$ cat src/hw/dspc_regs.svh
/*
 register map, field positions, reset values and timing counts of the
 dual serial port control block.
 assumes inclusion by bare name from every design file that decodes registers.
*/
`ifndef DSPC_REGS_SVH
`define DSPC_REGS_SVH

// register indexes; byte address is four times the index
`define DSPC_IDX_P2CTL  8'h8e
`define DSPC_IDX_P2BUF  8'h8f
`define DSPC_IDX_PINSEL 8'h93
`define DSPC_IDX_P1BUF  8'h99
`define DSPC_IDX_P2BAUD 8'h9f
`define DSPC_IDX_P1CTL  8'ha0
`define DSPC_IDX_P1CFG  8'ha1
`define DSPC_IDX_T1RLD  8'ha2
`define DSPC_IDX_T2RLH  8'ha3
`define DSPC_IDX_T2RLL  8'ha4
`define DSPC_IDX_IRQST  8'ha5
`define DSPC_IDX_IRQMSK 8'ha6

// control fields, same layout for both ports except baud double, which only port1 has
`define DSPC_B_FRAME 7
`define DSPC_B_BAUD_DOUBLE_BIT  5
`define DSPC_B_REN   4
`define DSPC_B_TB8   3
`define DSPC_B_RB8   2
`define DSPC_B_TI    1
`define DSPC_B_RI    0
`define DSPC_P2CTL_WMASK  8'h9f
`define DSPC_PINSEL_WMASK 8'hf7
`define DSPC_PINSEL_RST   8'h11

// interrupt status bits
`define DSPC_IRQ_P1TX 0
`define DSPC_IRQ_P1RX 1
`define DSPC_IRQ_P2TX 2
`define DSPC_IRQ_P2RX 3

// timing: sixteen ticks per bit, sampled at the middle tick
`define DSPC_OVS_LAST 4'hf
`define DSPC_OVS_MID  4'h7
`define DSPC_FULL16   17'h1_0000
`define DSPC_FULL8    9'h100
`endif

$ cat src/hw/dspc_pkg.sv
/*
 types shared by the dual serial port control modules.
 assumes nothing beyond a SystemVerilog compiler.
*/
package dspc_pkg;
	typedef enum logic [1:0] {P1_SHIFT, P1_VAR8, P1_FIX9, P1_VAR9} dspc_mode_e;
	typedef enum logic {TX_IDLE, TX_RUN} dspc_tx_e;
	typedef enum logic [1:0] {RX_IDLE, RX_START, RX_BITS} dspc_rx_e;
	// pin route: receive index, transmit index, one-wire, connected
	typedef struct packed {
		logic [2:0] rx;
		logic [2:0] tx;
		logic       one_wire;
		logic       on;
	} dspc_route_s;
	typedef struct packed {
		logic [7:0] data;
		logic       bit8;
	} dspc_word_s;
endpackage

$ cat src/hw/dspc_ctrl.sv
/*
 dual serial port control top: apb register file, baud tick generation,
 pin routing for both ports, two transmit and two receive engines, interrupt.
 assumes an apb3 master on pclk; pads resolve each pin from out and oe.
*/
// Design decision made here: the APB slave port.
`include "dspc_regs.svh"
module dspc_ctrl (
	input  wire logic        pclk,
	input  wire logic        presetn,
	input  wire logic [11:0] paddr,
	input  wire logic        psel,
	input  wire logic        penable,
	input  wire logic        pwrite,
	input  wire logic [31:0] pwdata,
	output logic [31:0]      prdata,
	output logic             pready,
	output logic             pslverr,
	output logic             irq,
	input  wire logic [5:0]  p2_pin_in,
	output logic [5:0]       p2_pin_out,
	output logic [5:0]       p2_pin_oe,
	input  wire logic [3:0]  p1_pin_in,
	output logic [3:0]       p1_pin_out,
	output logic [3:0]       p1_pin_oe
);
	// registers
	logic [7:0]  p2ctl_q;
	logic [7:0]  p2rxbuf_q;
	logic [7:0]  pinsel_q;
	logic [7:0]  p1rxbuf_q;
	logic [7:0]  p2div_q;
	logic [7:0]  p1ctl_q;
	logic        t2sel_q;
	logic [7:0]  t1rld_q;
	logic [7:0]  t2rlh_q;
	logic [7:0]  t2rll_q;
	logic [3:0]  irqst_q;
	logic [3:0]  irqmsk_q;
	// bus
	logic [31:0] prdata_q;
	logic        pready_q;
	logic        pslverr_q;
	logic        irq_q;
	logic [7:0]  idx;
	logic        hit;
	logic        setup;
	logic        wr_en;
	logic [7:0]  rd_d;
	// pins
	logic [5:0]  p2_s1_q;
	logic [5:0]  p2_s2_q;
	logic [3:0]  p1_s1_q;
	logic [3:0]  p1_s2_q;
	logic [5:0]  p2_out_q;
	logic [5:0]  p2_oe_q;
	logic [3:0]  p1_out_q;
	logic [3:0]  p1_oe_q;
	logic [5:0]  p2_out_d;
	logic [5:0]  p2_oe_d;
	logic [3:0]  p1_out_d;
	logic [3:0]  p1_oe_d;
	logic        p2_rx_line;
	logic        p1_rx_line;
	dspc_pkg::dspc_route_s p2_rt;
	dspc_pkg::dspc_route_s p1_rt;
	// engines
	dspc_pkg::dspc_mode_e  p1_mode;
	dspc_pkg::dspc_word_s  p2_word;
	dspc_pkg::dspc_word_s  p1_word;
	logic        p2_tx_line;
	logic        p2_tx_busy;
	logic        p2_tx_done;
	logic        p2_rx_done;
	logic        p1_tx_line;
	logic        p1_tx_busy;
	logic        p1_tx_done;
	logic        p1_rx_done;
	logic        p1_sclk;
	logic        p1_sync;
	logic [3:0]  irq_ev;
	// baud
	logic [1:0][17:0] per;
	wire  [1:0]  tick;
	logic [8:0]  t1_span;
	logic [16:0] t2_span;

	// port2 pin map: p0.0, p0.1, p3.5, p3.6, p0.2, p0.3 as 0..5
	function automatic dspc_pkg::dspc_route_s p2_route(input logic [3:0] code);
		dspc_pkg::dspc_route_s r;
		case (code)
		4'h0:    r = {3'h0, 3'h1, 2'h1};
		4'h1:    r = {3'h2, 3'h3, 2'h1};
		4'h2:    r = {3'h1, 3'h0, 2'h1};
		4'h3:    r = {3'h3, 3'h2, 2'h1};
		4'h4:    r = {3'h1, 3'h1, 2'h3};
		4'h5:    r = {3'h3, 3'h3, 2'h3};
		4'h6:    r = {3'h0, 3'h0, 2'h3};
		4'h7:    r = {3'h2, 3'h2, 2'h3};
		4'h8:    r = {3'h4, 3'h5, 2'h1};
		4'ha:    r = {3'h5, 3'h4, 2'h1};
		4'hc:    r = {3'h5, 3'h5, 2'h3};
		4'he:    r = {3'h4, 3'h4, 2'h3};
		default: r = {3'h0, 3'h0, 2'h0}; // undefined codes leave the port unconnected
		endcase
		return r;
	endfunction

	// port1 pin map: p3.0..p3.3 as 0..3
	function automatic dspc_pkg::dspc_route_s p1_route(input logic [2:0] code);
		dspc_pkg::dspc_route_s r;
		case (code)
		3'h0:    r = {3'h0, 3'h1, 2'h1};
		3'h1:    r = {3'h2, 3'h3, 2'h1};
		3'h2:    r = {3'h1, 3'h0, 2'h1};
		3'h3:    r = {3'h3, 3'h2, 2'h1};
		3'h4:    r = {3'h1, 3'h1, 2'h3};
		3'h5:    r = {3'h3, 3'h3, 2'h3};
		3'h6:    r = {3'h0, 3'h0, 2'h3};
		3'h7:    r = {3'h2, 3'h2, 2'h3};
		default: r = {3'h0, 3'h0, 2'h0};
		endcase
		return r;
	endfunction

	function automatic logic mapped(input logic [7:0] i);
		case (i)
		`DSPC_IDX_P2CTL, `DSPC_IDX_P2BUF, `DSPC_IDX_PINSEL, `DSPC_IDX_P1BUF,
		`DSPC_IDX_P2BAUD, `DSPC_IDX_P1CTL, `DSPC_IDX_P1CFG, `DSPC_IDX_T1RLD,
		`DSPC_IDX_T2RLH, `DSPC_IDX_T2RLL, `DSPC_IDX_IRQST, `DSPC_IDX_IRQMSK:
			mapped = 1'b1;
		default:
			mapped = 1'b0;
		endcase
	endfunction

	// address decode; misaligned or out of map answers with an error
	assign idx   = paddr[9:2];
	assign hit   = (paddr[11:10] == 2'h0) && (paddr[1:0] == 2'h0) && mapped(idx);
	assign setup = psel && !penable;
	assign wr_en = psel && penable && pready_q && pwrite && hit;

	assign p1_mode = dspc_pkg::dspc_mode_e'(p1ctl_q[7:6]);
	assign p1_sync = (p1_mode == dspc_pkg::P1_SHIFT);
	assign p2_rt   = p2_route(pinsel_q[7:4]);
	assign p1_rt   = p1_route(pinsel_q[2:0]);

	// read mux; buffers return the receive path only
	always_comb
	begin
		case (idx)
		`DSPC_IDX_P2CTL:  rd_d = p2ctl_q;
		`DSPC_IDX_P2BUF:  rd_d = p2rxbuf_q;
		`DSPC_IDX_PINSEL: rd_d = pinsel_q;
		`DSPC_IDX_P1BUF:  rd_d = p1rxbuf_q;
		`DSPC_IDX_P2BAUD: rd_d = p2div_q;
		`DSPC_IDX_P1CTL:  rd_d = p1ctl_q;
		`DSPC_IDX_P1CFG:  rd_d = {7'h0, t2sel_q};
		`DSPC_IDX_T1RLD:  rd_d = t1rld_q;
		`DSPC_IDX_T2RLH:  rd_d = t2rlh_q;
		`DSPC_IDX_T2RLL:  rd_d = t2rll_q;
		`DSPC_IDX_IRQST:  rd_d = {4'h0, irqst_q};
		`DSPC_IDX_IRQMSK: rd_d = {4'h0, irqmsk_q};
		default:          rd_d = 8'h00;
		endcase
	end

	// apb answer: no wait state, data captured in the setup cycle
	always_ff @(posedge pclk or negedge presetn)
		if (!presetn)
		begin
			pready_q  <= 1'b0;
			pslverr_q <= 1'b0;
			prdata_q  <= 32'h0000_0000;
		end
		else
		begin
			pready_q  <= setup;
			pslverr_q <= setup && !hit;
			prdata_q  <= (setup && !pwrite && hit) ? {24'h00_0000, rd_d} : 32'h0000_0000;
		end

	// plain software registers
	always_ff @(posedge pclk or negedge presetn)
		if (!presetn)
		begin
			pinsel_q <= `DSPC_PINSEL_RST;
			p2div_q  <= 8'h00;
			t2sel_q  <= 1'b0;
			t1rld_q  <= 8'h00;
			t2rlh_q  <= 8'h00;
			t2rll_q  <= 8'h00;
			irqmsk_q <= 4'h0;
		end
		else if (wr_en)
		begin
			case (idx)
			`DSPC_IDX_PINSEL: pinsel_q <= pwdata[7:0] & `DSPC_PINSEL_WMASK;
			`DSPC_IDX_P2BAUD: p2div_q  <= pwdata[7:0];
			`DSPC_IDX_P1CFG:  t2sel_q  <= pwdata[0];
			`DSPC_IDX_T1RLD:  t1rld_q  <= pwdata[7:0];
			`DSPC_IDX_T2RLH:  t2rlh_q  <= pwdata[7:0];
			`DSPC_IDX_T2RLL:  t2rll_q  <= pwdata[7:0];
			`DSPC_IDX_IRQMSK: irqmsk_q <= pwdata[3:0];
			default:          t2sel_q  <= t2sel_q;
			endcase
		end

	// port2 control: hardware sets come last so they beat a clear
	always_ff @(posedge pclk or negedge presetn)
		if (!presetn)
			p2ctl_q <= 8'h00;
		else
		begin
			if (wr_en && idx == `DSPC_IDX_P2CTL)
				p2ctl_q <= pwdata[7:0] & `DSPC_P2CTL_WMASK;
			if (p2_tx_done)
				p2ctl_q[`DSPC_B_TI] <= 1'b1;
			if (p2_rx_done)
			begin
				p2ctl_q[`DSPC_B_RI]  <= 1'b1;
				p2ctl_q[`DSPC_B_RB8] <= p2_word.bit8;
			end
		end

	// port1 control, same flag behaviour
	always_ff @(posedge pclk or negedge presetn)
		if (!presetn)
			p1ctl_q <= 8'h00;
		else
		begin
			if (wr_en && idx == `DSPC_IDX_P1CTL)
				p1ctl_q <= pwdata[7:0];
			if (p1_tx_done)
				p1ctl_q[`DSPC_B_TI] <= 1'b1;
			if (p1_rx_done)
			begin
				p1ctl_q[`DSPC_B_RI]  <= 1'b1;
				p1ctl_q[`DSPC_B_RB8] <= p1_word.bit8;
			end
		end

	// receive buffers, only hardware loads them
	always_ff @(posedge pclk or negedge presetn)
		if (!presetn)
		begin
			p2rxbuf_q <= 8'h00;
			p1rxbuf_q <= 8'h00;
		end
		else
		begin
			if (p2_rx_done)
				p2rxbuf_q <= p2_word.data;
			if (p1_rx_done)
				p1rxbuf_q <= p1_word.data;
		end

	// interrupt status: write one to clear, a new event wins
	assign irq_ev = {p2_rx_done, p2_tx_done, p1_rx_done, p1_tx_done};
	always_ff @(posedge pclk or negedge presetn)
		if (!presetn)
		begin
			irqst_q <= 4'h0;
			irq_q   <= 1'b0;
		end
		else
		begin
			irqst_q <= (irqst_q & ~((wr_en && idx == `DSPC_IDX_IRQST) ? pwdata[3:0] : 4'h0)) | irq_ev;
			irq_q   <= |(irqst_q & irqmsk_q);
		end

	// tick periods in pclk cycles, sixteen ticks per bit, two per bit in port1 shift mode
	assign t1_span = `DSPC_FULL8 - {1'b0, t1rld_q};
	assign t2_span = `DSPC_FULL16 - {1'b0, t2rlh_q, t2rll_q};
	always_comb
	begin
		per[1] = {9'h000, p2div_q, 1'b0};
		case (p1_mode)
		dspc_pkg::P1_SHIFT:
			per[0] = 18'h0_0001;
		dspc_pkg::P1_FIX9:
			per[0] = p1ctl_q[`DSPC_B_BAUD_DOUBLE_BIT] ? 18'h0_0002 : 18'h0_0004;
		default:
			if (t2sel_q)
				per[0] = {t2_span, 1'b0};
			else if (p1ctl_q[`DSPC_B_BAUD_DOUBLE_BIT])
				per[0] = {8'h00, t1_span, 1'b0};
			else
				per[0] = {7'h00, t1_span, 2'h0};
		endcase
	end

	// tick counters; a zero period stops the port
	for (genvar g = 0; g < 2; g++)
	begin : g_baud
		logic [17:0] cnt_q;
		logic        tick_q;
		assign tick[g] = tick_q;
		always_ff @(posedge pclk or negedge presetn)
			if (!presetn)
			begin
				cnt_q  <= 18'h0_0000;
				tick_q <= 1'b0;
			end
			else if (per[g] == 18'h0_0000)
			begin
				cnt_q  <= 18'h0_0000;
				tick_q <= 1'b0;
			end
			else if (cnt_q >= per[g] - 18'h0_0001)
			begin
				cnt_q  <= 18'h0_0000;
				tick_q <= 1'b1;
			end
			else
			begin
				cnt_q  <= cnt_q + 18'h0_0001;
				tick_q <= 1'b0;
			end
	end

	// pin synchronisers
	always_ff @(posedge pclk or negedge presetn)
		if (!presetn)
		begin
			p2_s1_q <= '1;
			p2_s2_q <= '1;
			p1_s1_q <= '1;
			p1_s2_q <= '1;
		end
		else
		begin
			p2_s1_q <= p2_pin_in;
			p2_s2_q <= p2_s1_q;
			p1_s1_q <= p1_pin_in;
			p1_s2_q <= p1_s1_q;
		end

	// receive source; one-wire hides our own transmission
	always_comb
	begin
		p2_rx_line = 1'b1;
		p1_rx_line = 1'b1;
		if (p2_rt.on && !(p2_rt.one_wire && p2_tx_busy))
			p2_rx_line = p2_s2_q[p2_rt.rx];
		if (p1_rt.on && !(p1_rt.one_wire && p1_tx_busy))
			p1_rx_line = p1_s2_q[p1_rt.rx[1:0]];
	end

	// drive side; one-wire releases the pin when idle
	always_comb
	begin
		p2_out_d = '1;
		p2_oe_d  = '0;
		p1_out_d = '1;
		p1_oe_d  = '0;
		if (p2_rt.on && (!p2_rt.one_wire || p2_tx_busy))
		begin
			p2_out_d[p2_rt.tx] = p2_tx_line;
			p2_oe_d[p2_rt.tx]  = 1'b1;
		end
		if (p1_rt.on && p1_sync && !p1_rt.one_wire)
		begin
			// shift mode: data on the receive pin, clock on the transmit pin
			p1_out_d[p1_rt.rx[1:0]] = p1_tx_line;
			p1_oe_d[p1_rt.rx[1:0]]  = p1_tx_busy;
			p1_out_d[p1_rt.tx[1:0]] = p1_sclk;
			p1_oe_d[p1_rt.tx[1:0]]  = 1'b1;
		end
		else if (p1_rt.on && !p1_sync && (!p1_rt.one_wire || p1_tx_busy))
		begin
			p1_out_d[p1_rt.tx[1:0]] = p1_tx_line;
			p1_oe_d[p1_rt.tx[1:0]]  = 1'b1;
		end
	end

	always_ff @(posedge pclk or negedge presetn)
		if (!presetn)
		begin
			p2_out_q <= '1;
			p2_oe_q  <= '0;
			p1_out_q <= '1;
			p1_oe_q  <= '0;
		end
		else
		begin
			p2_out_q <= p2_out_d;
			p2_oe_q  <= p2_oe_d;
			p1_out_q <= p1_out_d;
			p1_oe_q  <= p1_oe_d;
		end

	// port2 engines; frame select chooses the ninth bit
	dspc_tx u_p2_tx (
		.pclk     (pclk),
		.presetn  (presetn),
		.tick     (tick[1]),
		.start    (wr_en && idx == `DSPC_IDX_P2BUF),
		.data     (pwdata[7:0]),
		.ninth_en (p2ctl_q[`DSPC_B_FRAME]),
		.ninth    (p2ctl_q[`DSPC_B_TB8]),
		.sync     (1'b0),
		.line     (p2_tx_line),
		.sclk     (),
		.busy     (p2_tx_busy),
		.done     (p2_tx_done)
	);
	dspc_rx u_p2_rx (
		.pclk     (pclk),
		.presetn  (presetn),
		.tick     (tick[1]),
		.en       (p2ctl_q[`DSPC_B_REN]),
		.line     (p2_rx_line),
		.ninth_en (p2ctl_q[`DSPC_B_FRAME]),
		.done     (p2_rx_done),
		.word     (p2_word)
	);

	// port1 engines; shift mode receive is not offered
	dspc_tx u_p1_tx (
		.pclk     (pclk),
		.presetn  (presetn),
		.tick     (tick[0]),
		.start    (wr_en && idx == `DSPC_IDX_P1BUF),
		.data     (pwdata[7:0]),
		.ninth_en (p1ctl_q[7]),
		.ninth    (p1ctl_q[`DSPC_B_TB8]),
		.sync     (p1_sync),
		.line     (p1_tx_line),
		.sclk     (p1_sclk),
		.busy     (p1_tx_busy),
		.done     (p1_tx_done)
	);
	dspc_rx u_p1_rx (
		.pclk     (pclk),
		.presetn  (presetn),
		.tick     (tick[0]),
		.en       (p1ctl_q[`DSPC_B_REN] && !p1_sync),
		.line     (p1_rx_line),
		.ninth_en (p1ctl_q[7]),
		.done     (p1_rx_done),
		.word     (p1_word)
	);

	assign prdata     = prdata_q;
	assign pready     = pready_q;
	assign pslverr    = pslverr_q;
	assign irq        = irq_q;
	assign p2_pin_out = p2_out_q;
	assign p2_pin_oe  = p2_oe_q;
	assign p1_pin_out = p1_out_q;
	assign p1_pin_oe  = p1_oe_q;
endmodule

$ cat src/hw/dspc_tx.sv
/*
 serial transmit engine: start, eight data, optional ninth, stop,
 or eight bits with a shift clock in synchronous mode.
 assumes one tick pulse per sixteenth of a bit, or per half bit when sync.
*/
`include "dspc_regs.svh"
module dspc_tx (
	input  wire logic       pclk,
	input  wire logic       presetn,
	input  wire logic       tick,
	input  wire logic       start,
	input  wire logic [7:0] data,
	input  wire logic       ninth_en,
	input  wire logic       ninth,
	input  wire logic       sync,
	output logic            line,
	output logic            sclk,
	output logic            busy,
	output logic            done
);
	dspc_pkg::dspc_tx_e st_q;
	logic [10:0]        sh_q;
	logic [3:0]         bit_q;
	logic [3:0]         cnt_q;
	logic               sync_q;
	logic [3:0]         last_q;
	logic               bit_end;

	assign bit_end = (st_q == dspc_pkg::TX_RUN) && tick && (cnt_q == (sync_q ? 4'h1 : `DSPC_OVS_LAST));
	assign line    = sh_q[0];
	assign busy    = (st_q == dspc_pkg::TX_RUN);
	// shift clock idles high, low in first half of each bit
	assign sclk    = ~(busy && sync_q && !cnt_q[0]);

	// frame sequencer; a start while busy is ignored
	always_ff @(posedge pclk or negedge presetn)
		if (!presetn)
		begin
			st_q   <= dspc_pkg::TX_IDLE;
			sh_q   <= '1;
			bit_q  <= 4'h0;
			cnt_q  <= 4'h0;
			sync_q <= 1'b0;
			last_q <= 4'h0;
		end
		else
		begin
			case (st_q)
			dspc_pkg::TX_IDLE:
				if (start)
				begin
					st_q   <= dspc_pkg::TX_RUN;
					sync_q <= sync;
					bit_q  <= 4'h0;
					cnt_q  <= 4'h0;
					if (sync)
					begin
						sh_q   <= {3'h7, data};
						last_q <= 4'h7;
					end
					else
					begin
						sh_q   <= {1'b1, ninth_en ? ninth : 1'b1, data, 1'b0};
						last_q <= ninth_en ? 4'ha : 4'h9;
					end
				end
			dspc_pkg::TX_RUN:
				if (tick)
				begin
					cnt_q <= bit_end ? 4'h0 : cnt_q + 4'h1;
					if (bit_end && bit_q == last_q)
						st_q <= dspc_pkg::TX_IDLE;
					else if (bit_end)
					begin
						sh_q  <= {1'b1, sh_q[10:1]};
						bit_q <= bit_q + 4'h1;
					end
				end
			default:
				st_q <= dspc_pkg::TX_IDLE;
			endcase
		end

	// done at start of stop bit, or after eighth bit when sync
	always_ff @(posedge pclk or negedge presetn)
		if (!presetn)
			done <= 1'b0;
		else
			done <= bit_end && (sync_q ? bit_q == last_q : bit_q == last_q - 4'h1);
endmodule

$ cat src/hw/dspc_rx.sv
/*
 serial receive engine: start detect, mid-bit sampling, 8 or 9 data bits
 and stop bit; bit8 returns the ninth bit or, for 8-bit frames, the stop bit.
 assumes a line already passed through a synchroniser and 16 ticks per bit.
*/
`include "dspc_regs.svh"
module dspc_rx (
	input  wire logic         pclk,
	input  wire logic         presetn,
	input  wire logic         tick,
	input  wire logic         en,
	input  wire logic         line,
	input  wire logic         ninth_en,
	output logic              done,
	output dspc_pkg::dspc_word_s word
);
	dspc_pkg::dspc_rx_e st_q;
	logic [9:0]         sh_q;
	logic [9:0]         nsh;
	logic [3:0]         bit_q;
	logic [3:0]         cnt_q;
	logic               prev_q;
	logic               last;

	assign nsh  = {line, sh_q[9:1]};
	assign last = (bit_q == (ninth_en ? 4'h9 : 4'h8));

	// receive sequencer; dropping enable abandons the frame
	always_ff @(posedge pclk or negedge presetn)
		if (!presetn)
		begin
			st_q   <= dspc_pkg::RX_IDLE;
			sh_q   <= '0;
			bit_q  <= 4'h0;
			cnt_q  <= 4'h0;
			prev_q <= 1'b1;
			done   <= 1'b0;
			word   <= '0;
		end
		else
		begin
			prev_q <= line;
			done   <= 1'b0;
			case (st_q)
			dspc_pkg::RX_IDLE:
				if (en && prev_q && !line)
				begin
					st_q  <= dspc_pkg::RX_START;
					cnt_q <= 4'h0;
				end
			dspc_pkg::RX_START:
				if (!en)
					st_q <= dspc_pkg::RX_IDLE;
				else if (tick && cnt_q == `DSPC_OVS_MID)
				begin
					// a glitch shorter than half a bit is not a start
					st_q  <= line ? dspc_pkg::RX_IDLE : dspc_pkg::RX_BITS;
					cnt_q <= 4'h0;
					bit_q <= 4'h0;
				end
				else if (tick)
					cnt_q <= cnt_q + 4'h1;
			dspc_pkg::RX_BITS:
				if (!en)
					st_q <= dspc_pkg::RX_IDLE;
				else if (tick && cnt_q == `DSPC_OVS_LAST)
				begin
					cnt_q <= 4'h0;
					sh_q  <= nsh;
					bit_q <= bit_q + 4'h1;
					if (last)
					begin
						st_q      <= dspc_pkg::RX_IDLE;
						done      <= 1'b1;
						word.data <= ninth_en ? nsh[7:0] : nsh[8:1];
						word.bit8 <= ninth_en ? nsh[8] : nsh[9];
					end
				end
				else if (tick)
					cnt_q <= cnt_q + 4'h1;
			default:
				st_q <= dspc_pkg::RX_IDLE;
			endcase
		end
endmodule

$ cat config.mk
export PLATFORM = sky130hd
export DESIGN_NAME = dspc_ctrl
export DESIGN_NICKNAME = d
export VERILOG_FILES = /design/src/hw/dspc_pkg.sv /design/src/hw/dspc_ctrl.sv /design/src/hw/dspc_tx.sv /design/src/hw/dspc_rx.sv
export VERILOG_INCLUDE_DIRS = /design/src /design/src/hw
export SDC_FILE = /design/constraint.sdc
export NUM_CORES = 1
export LEC_CHECK = 0
export ABC_CLOCK_PERIOD_IN_PS = 4700
export BUFFER_PORTS_ARGS = -buffer_cell sky130_fd_sc_hd__buf_2
export CAP_MARGIN = 20
export CORE_UTILIZATION = 61
export CTS_BUF_LIST = sky130_fd_sc_hd__clkbuf_16
export DETAILED_ROUTE_END_ITERATION = 8
export PLACE_DENSITY = 0.81
export SYNTH_ARGS = -nofsm -noshare
export SYNTH_HDL_FRONTEND = slang
export SYNTH_SLANG_ARGS = --single-unit
$ cat constraint.sdc
create_clock -name pclk -period 4.7 [get_ports pclk]
set_input_delay 0.47 -clock pclk [delete_from_list [all_inputs] [get_ports pclk]]
set_output_delay 0.47 -clock pclk [all_outputs]
set_load 0.01 [all_outputs]
==> impl_metrics.yaml <==
yosys:
  synth_mux_area_share_pct: 9.301
  synth-seq-cells: 274
  yosysWarnings: 0
  synth_area_in_adders_pct: 5.550
  syn_area_per_cell_sq_um: 10.15
  xor_and_xnor_fraction_of_the_mapped_netlist_area_pct: 4.709
  yosysSeqAreaShare_pct: 46.54
  number_of_enable_type_register_cells_in_the_synthesized_netlist: 0
  dominantRegCellSynth: "sky130_fd_sc_hd__dfrtp_1"
  post_synth_num_cell_types: 91
  synthesized_area_fraction_occupied_by_ao_oa_aoi_and_oai_cells_pct: 12.71
  asyncSetResetFlopFracSynth_pct: 100.0
  syn-instance-count: 1466
  synth_top_family_by_area: "simple AND/OR/NAND/NOR gates"
  synth-simple-area-share_pct: 16.86
  netlist_area_sq_um: 14880
timing:
  post-route-worst-setup-slack_ps: 256.8
  finalSetupViolations: 0
  fin_hold_ws_ps: 31.37
  fin_tns_setup_ps: 0
  final_report_hold_violation_count: 0
  skew_ps: 12.84
  achievable-frequency_ghz: 0.2251
  final_max_slew_viol_count: 0
  slew_headroom_pct: 22.37
  transition_time_at_the_pin_with_the_least_slew_margin_ps: 1146
  final.min_clock_period_ps: 4443
  rsz0062_at_grt: "false"
  layout_worst_path_cycle_share_pct: 94.54
global_route:
  groute.usage.overall_pct: 27.71
  grt_antenna_before_repair: 1
  largest_net_degree_at_the_start_of_global_routing: 135
  grt_pass1_wl_um: 55030
  grt_pass1_vias: 10870
  grt_remaining_overflow: 0
final_layout:
  fraction_of_final_layout_cells_sized_beyond_drive_strength_1_pct: 19.77
  commonest_non_fill_non_tap_cell_in_the_layout: "sky130_fd_sc_hd__dfrtp_1"
  finalNetCount: 1655
  layout.cells.most_common_list: "sky130_fd_sc_hd__dfrtp_1, sky130_fd_sc_hd__nand2_1, sky130_fd_sc_hd__nor2_1, sky130_fd_sc_hd__mux2_2, sky130_fd_sc_hd__a21oi_1"
  final_core_utilization_pct: 69.81
  layout-area-overhead-vs-synth_pct: 11.12
setup_path:
  critical-path-slowest-cell: "sky130_fd_sc_hd__or4_4"
  critical_path.cell_chain: "or4_4, or4b_4, o211ai_2, o211ai_4, nor4b_4, nand2_1, xnor2_1, ha_1, nand4_1, nor4_1, o21a_1, o21ai_0, nand2b_1, a21oi_1, nand3_4, nor2_1"
  cpLargestDelayFamily: "simple AND/OR/NAND/NOR gates"
  cp.arrival_ps: 4930
  max_incr_delay_on_cp_ps: 610
  crit_path_max_fanout: 18
  cp-end-kind: "flip-flop"
  path_class: "reg -> reg"
  crit_required_ps: 5180
  path_buf_inv: 0
  setup.worst_path.start_class: "flip-flop"
placement:
  port_buffers: 65
  dp_worst_setup_slack_ps: 281.8
  final_weighted_congestion_in_routability_driven_placement: 0.9695
  dp_hpwl_um: 23880
detailed_routing:
  route.layer.met1.wl_um: 14680
  drt-total-wl_um: 33800
  top_layer: "met4"
  detailroute.via_count: 11343
  drt-initial-drc-count: 887
  detail_route.vias_per_cell: 6.053
  route.met2.wl_um: 16410
  routedWlPerCell_um: 18.04
  final_antenna_net_count: 0
  drtPass1Iterations: 6
  drt_drc_violations_left: 0
  wl_met3_um: 1669
floorplan:
  core_region_area_sq_um: 23680
  floorplan.rows: 56
  fp.dieW_um: 158.2
  initial_core_utilization_pct: 62.82
  io_pins: 114
  fp.dieH_um: 158.2
  die_area_sq_um: 25020
clock_network:
  clock_tree.htree_level_count: 1
  clkSinkCount: 274
  cts-root-to-sink-buffers: 3
  clkSlewWorstSetupHoldPaths_ps: 60
  cts_buffers: 29
  tritoncts: "built"
  cts_root_buf: "sky130_fd_sc_hd__clkbuf_16"
  insertion_delay_ps: 560
power:
  finalPower_mw: 5.352
  pwr_density_cell_nw_per_um2: 323.7
  p_leak_nw: 7.577
  peakVddDrop_mv: 0.3234
run_status:
  status: "finished clean"
run:
  max-cap-violations: 0
worst_hold_path:
  class_of_the_tightest_hold_or_removal_check: "in -> reg"
flip-flops by register name (all words and copies together) (netlist names), 6 cells and up:
name and cells:
u_p1_rx.word 9, p2div_q 8, u_p2_rx.word 9, t1rld_q 8, p2ctl_q 6, p2rxbuf_q 8
p2_s1_q 6, p1rxbuf_q 8, p2_pin_oe 6, u_p1_tx.sh_q 10, p1ctl_q 8, t2rll_q 8
p2_pin_out 6, u_p2_rx.sh_q 9, p2_s2_q 6, pinsel_q 7, t2rlh_q 8, g_baud.cnt_q 36
u_p1_rx.sh_q 9, u_p2_tx.sh_q 10, prdata 8
routing by layer:
metal,track usage [%],vias to the layer above
li1,-,5317
met4,10.26,0
met1,37.44,5618
met3,3.586,81
met5,0,-
met2,45.70,327
worst reg2reg max path, cell delays in order (launching register included):
cell	delay [ps]
sky130_fd_sc_hd__dfrtp_1	480
sky130_fd_sc_hd__or4_4	610
sky130_fd_sc_hd__or4b_4	500
sky130_fd_sc_hd__o211ai_2	120
sky130_fd_sc_hd__o211ai_4	140
sky130_fd_sc_hd__nor4b_4	550
sky130_fd_sc_hd__nand2_1	130
sky130_fd_sc_hd__xnor2_1	220
sky130_fd_sc_hd__ha_1	260
sky130_fd_sc_hd__nand4_1	130
sky130_fd_sc_hd__nor4_1	80
sky130_fd_sc_hd__o21a_1	160
sky130_fd_sc_hd__o21ai_0	150
sky130_fd_sc_hd__nand2b_1	80
sky130_fd_sc_hd__a21oi_1	330
sky130_fd_sc_hd__nand3_4	270
sky130_fd_sc_hd__nor2_1	180
cell usage after synthesis (all sizes together), types with 5 or more instances:
| library cell | number | area share, % |
|---|---|---|
| dfrtp | 220 | 37 |
| nand2 | 143 | 3.7 |
| nor2 | 136 | 3.5 |
| mux2 | 86 | 6.5 |
| a21oi | 73 | 2.5 |
| o21ai | 72 | 2.4 |
| ha | 66 | 5.6 |
| inv | 58 | 1.5 |
| dfstp | 54 | 9.5 |
| nand3 | 51 | 1.7 |
| clkbuf | 50 | 1.3 |
| xnor2 | 42 | 2.5 |
| xor2 | 38 | 2.2 |
| mux2i | 37 | 2.5 |
| buf | 33 | 1.6 |
| nor3 | 28 | 0.94 |
| nand4 | 23 | 0.97 |
| a21o | 17 | 0.86 |
| a31oi | 16 | 0.67 |
| nand2b | 14 | 0.59 |
| a22oi | 13 | 0.66 |
| nor4 | 12 | 0.73 |
| and3 | 11 | 0.46 |
| or2 | 11 | 0.46 |
| a222oi | 9 | 0.61 |
| a22o | 9 | 0.53 |
| and2 | 9 | 0.38 |
| nor2b | 9 | 0.38 |
| a221oi | 8 | 0.59 |
| or4 | 8 | 0.45 |
| nand3b | 7 | 0.35 |
| o21a | 7 | 0.35 |
| o31ai | 7 | 0.35 |
| nor3b | 6 | 0.30 |
| nor4b | 6 | 0.58 |
| o211ai | 6 | 0.43 |
| a32oi | 5 | 0.29 |
| and4 | 5 | 0.29 |
| o22ai | 5 | 0.21 |
| or3 | 5 | 0.24 |
where the power goes:
group          total [mW]  switching [mW]  internal [mW]
registers            2.58          0.0915           2.49
clock network        2.35           0.951           1.40
logic               0.422           0.279          0.143
total                5.35            1.32           4.03
worst paths after layout:
| kind | start | endpoint | slack (ps) | cells after the start |
|---|---|---|---|---|
| max in group asynchronous | presetn | u_p1_rx.word[5] | 3050 | 3 |
| worst max register to register | t1rld_q[0] | g_baud[0].cnt_q[16] | 260 | 16 |
| worst min-delay path | p2_pin_in[2] | p2_s1_q[2] | 30 | 1 |
| worst max-delay path | t1rld_q[0] | g_baud[0].cnt_q[16] | 260 | 16 |
| worst min register to register | p2_s1_q[3] | p2_s2_q[3] | 350 | 0 |
| min in group asynchronous | presetn | p2_pin_oe[4] | 490 | 2 |
cell type report:
type / count / area [sq um]
tap: 319 / 399.1
inverter: 58 / 217.7
timing repair buffer: 93 / 583.1
clock inverter: 25 / 260.3
multi-input combinational: 1074 / 7417
clock buffer: 29 / 725.7
sequential: 274 / 6924
fill: 1763 / 7151
antenna: 2 / 5.005
what timing repair did:
| action | in CTS | in global routing |
|---|---|---|
| gates resized for setup | 0 | 2 |
| endpoints found under the hold margin | 81 | 1 |
| setup buffers | 0 | 0 |
| setup endpoints to repair | 0 | 18 |
| hold buffers | 9 | 1 |
logic make-up after synthesis:
kind of cell | count (synthesis)
fa+ha+maj | 66
buf+inv | 141
simple gates | 495
compound gates | 284
other cells | 1
mux | 125
flops | 274
xor+xnor | 80
metrics by stage:
| step | instance area, sq um | std cells |
|---|---|---|
| 5_1_grt | 16530 | 1873 |
| 3_5_place_dp | 15430 | 1808 |
| 3_3_place_gp | 15430 | 1808 |
| 4_1_cts | 16500 | 1871 |
| 6_report | 16530 | 1874 |
| 2_1_floorplan | 14960 | 1489 |
Power figures use the tool's default switching activity.
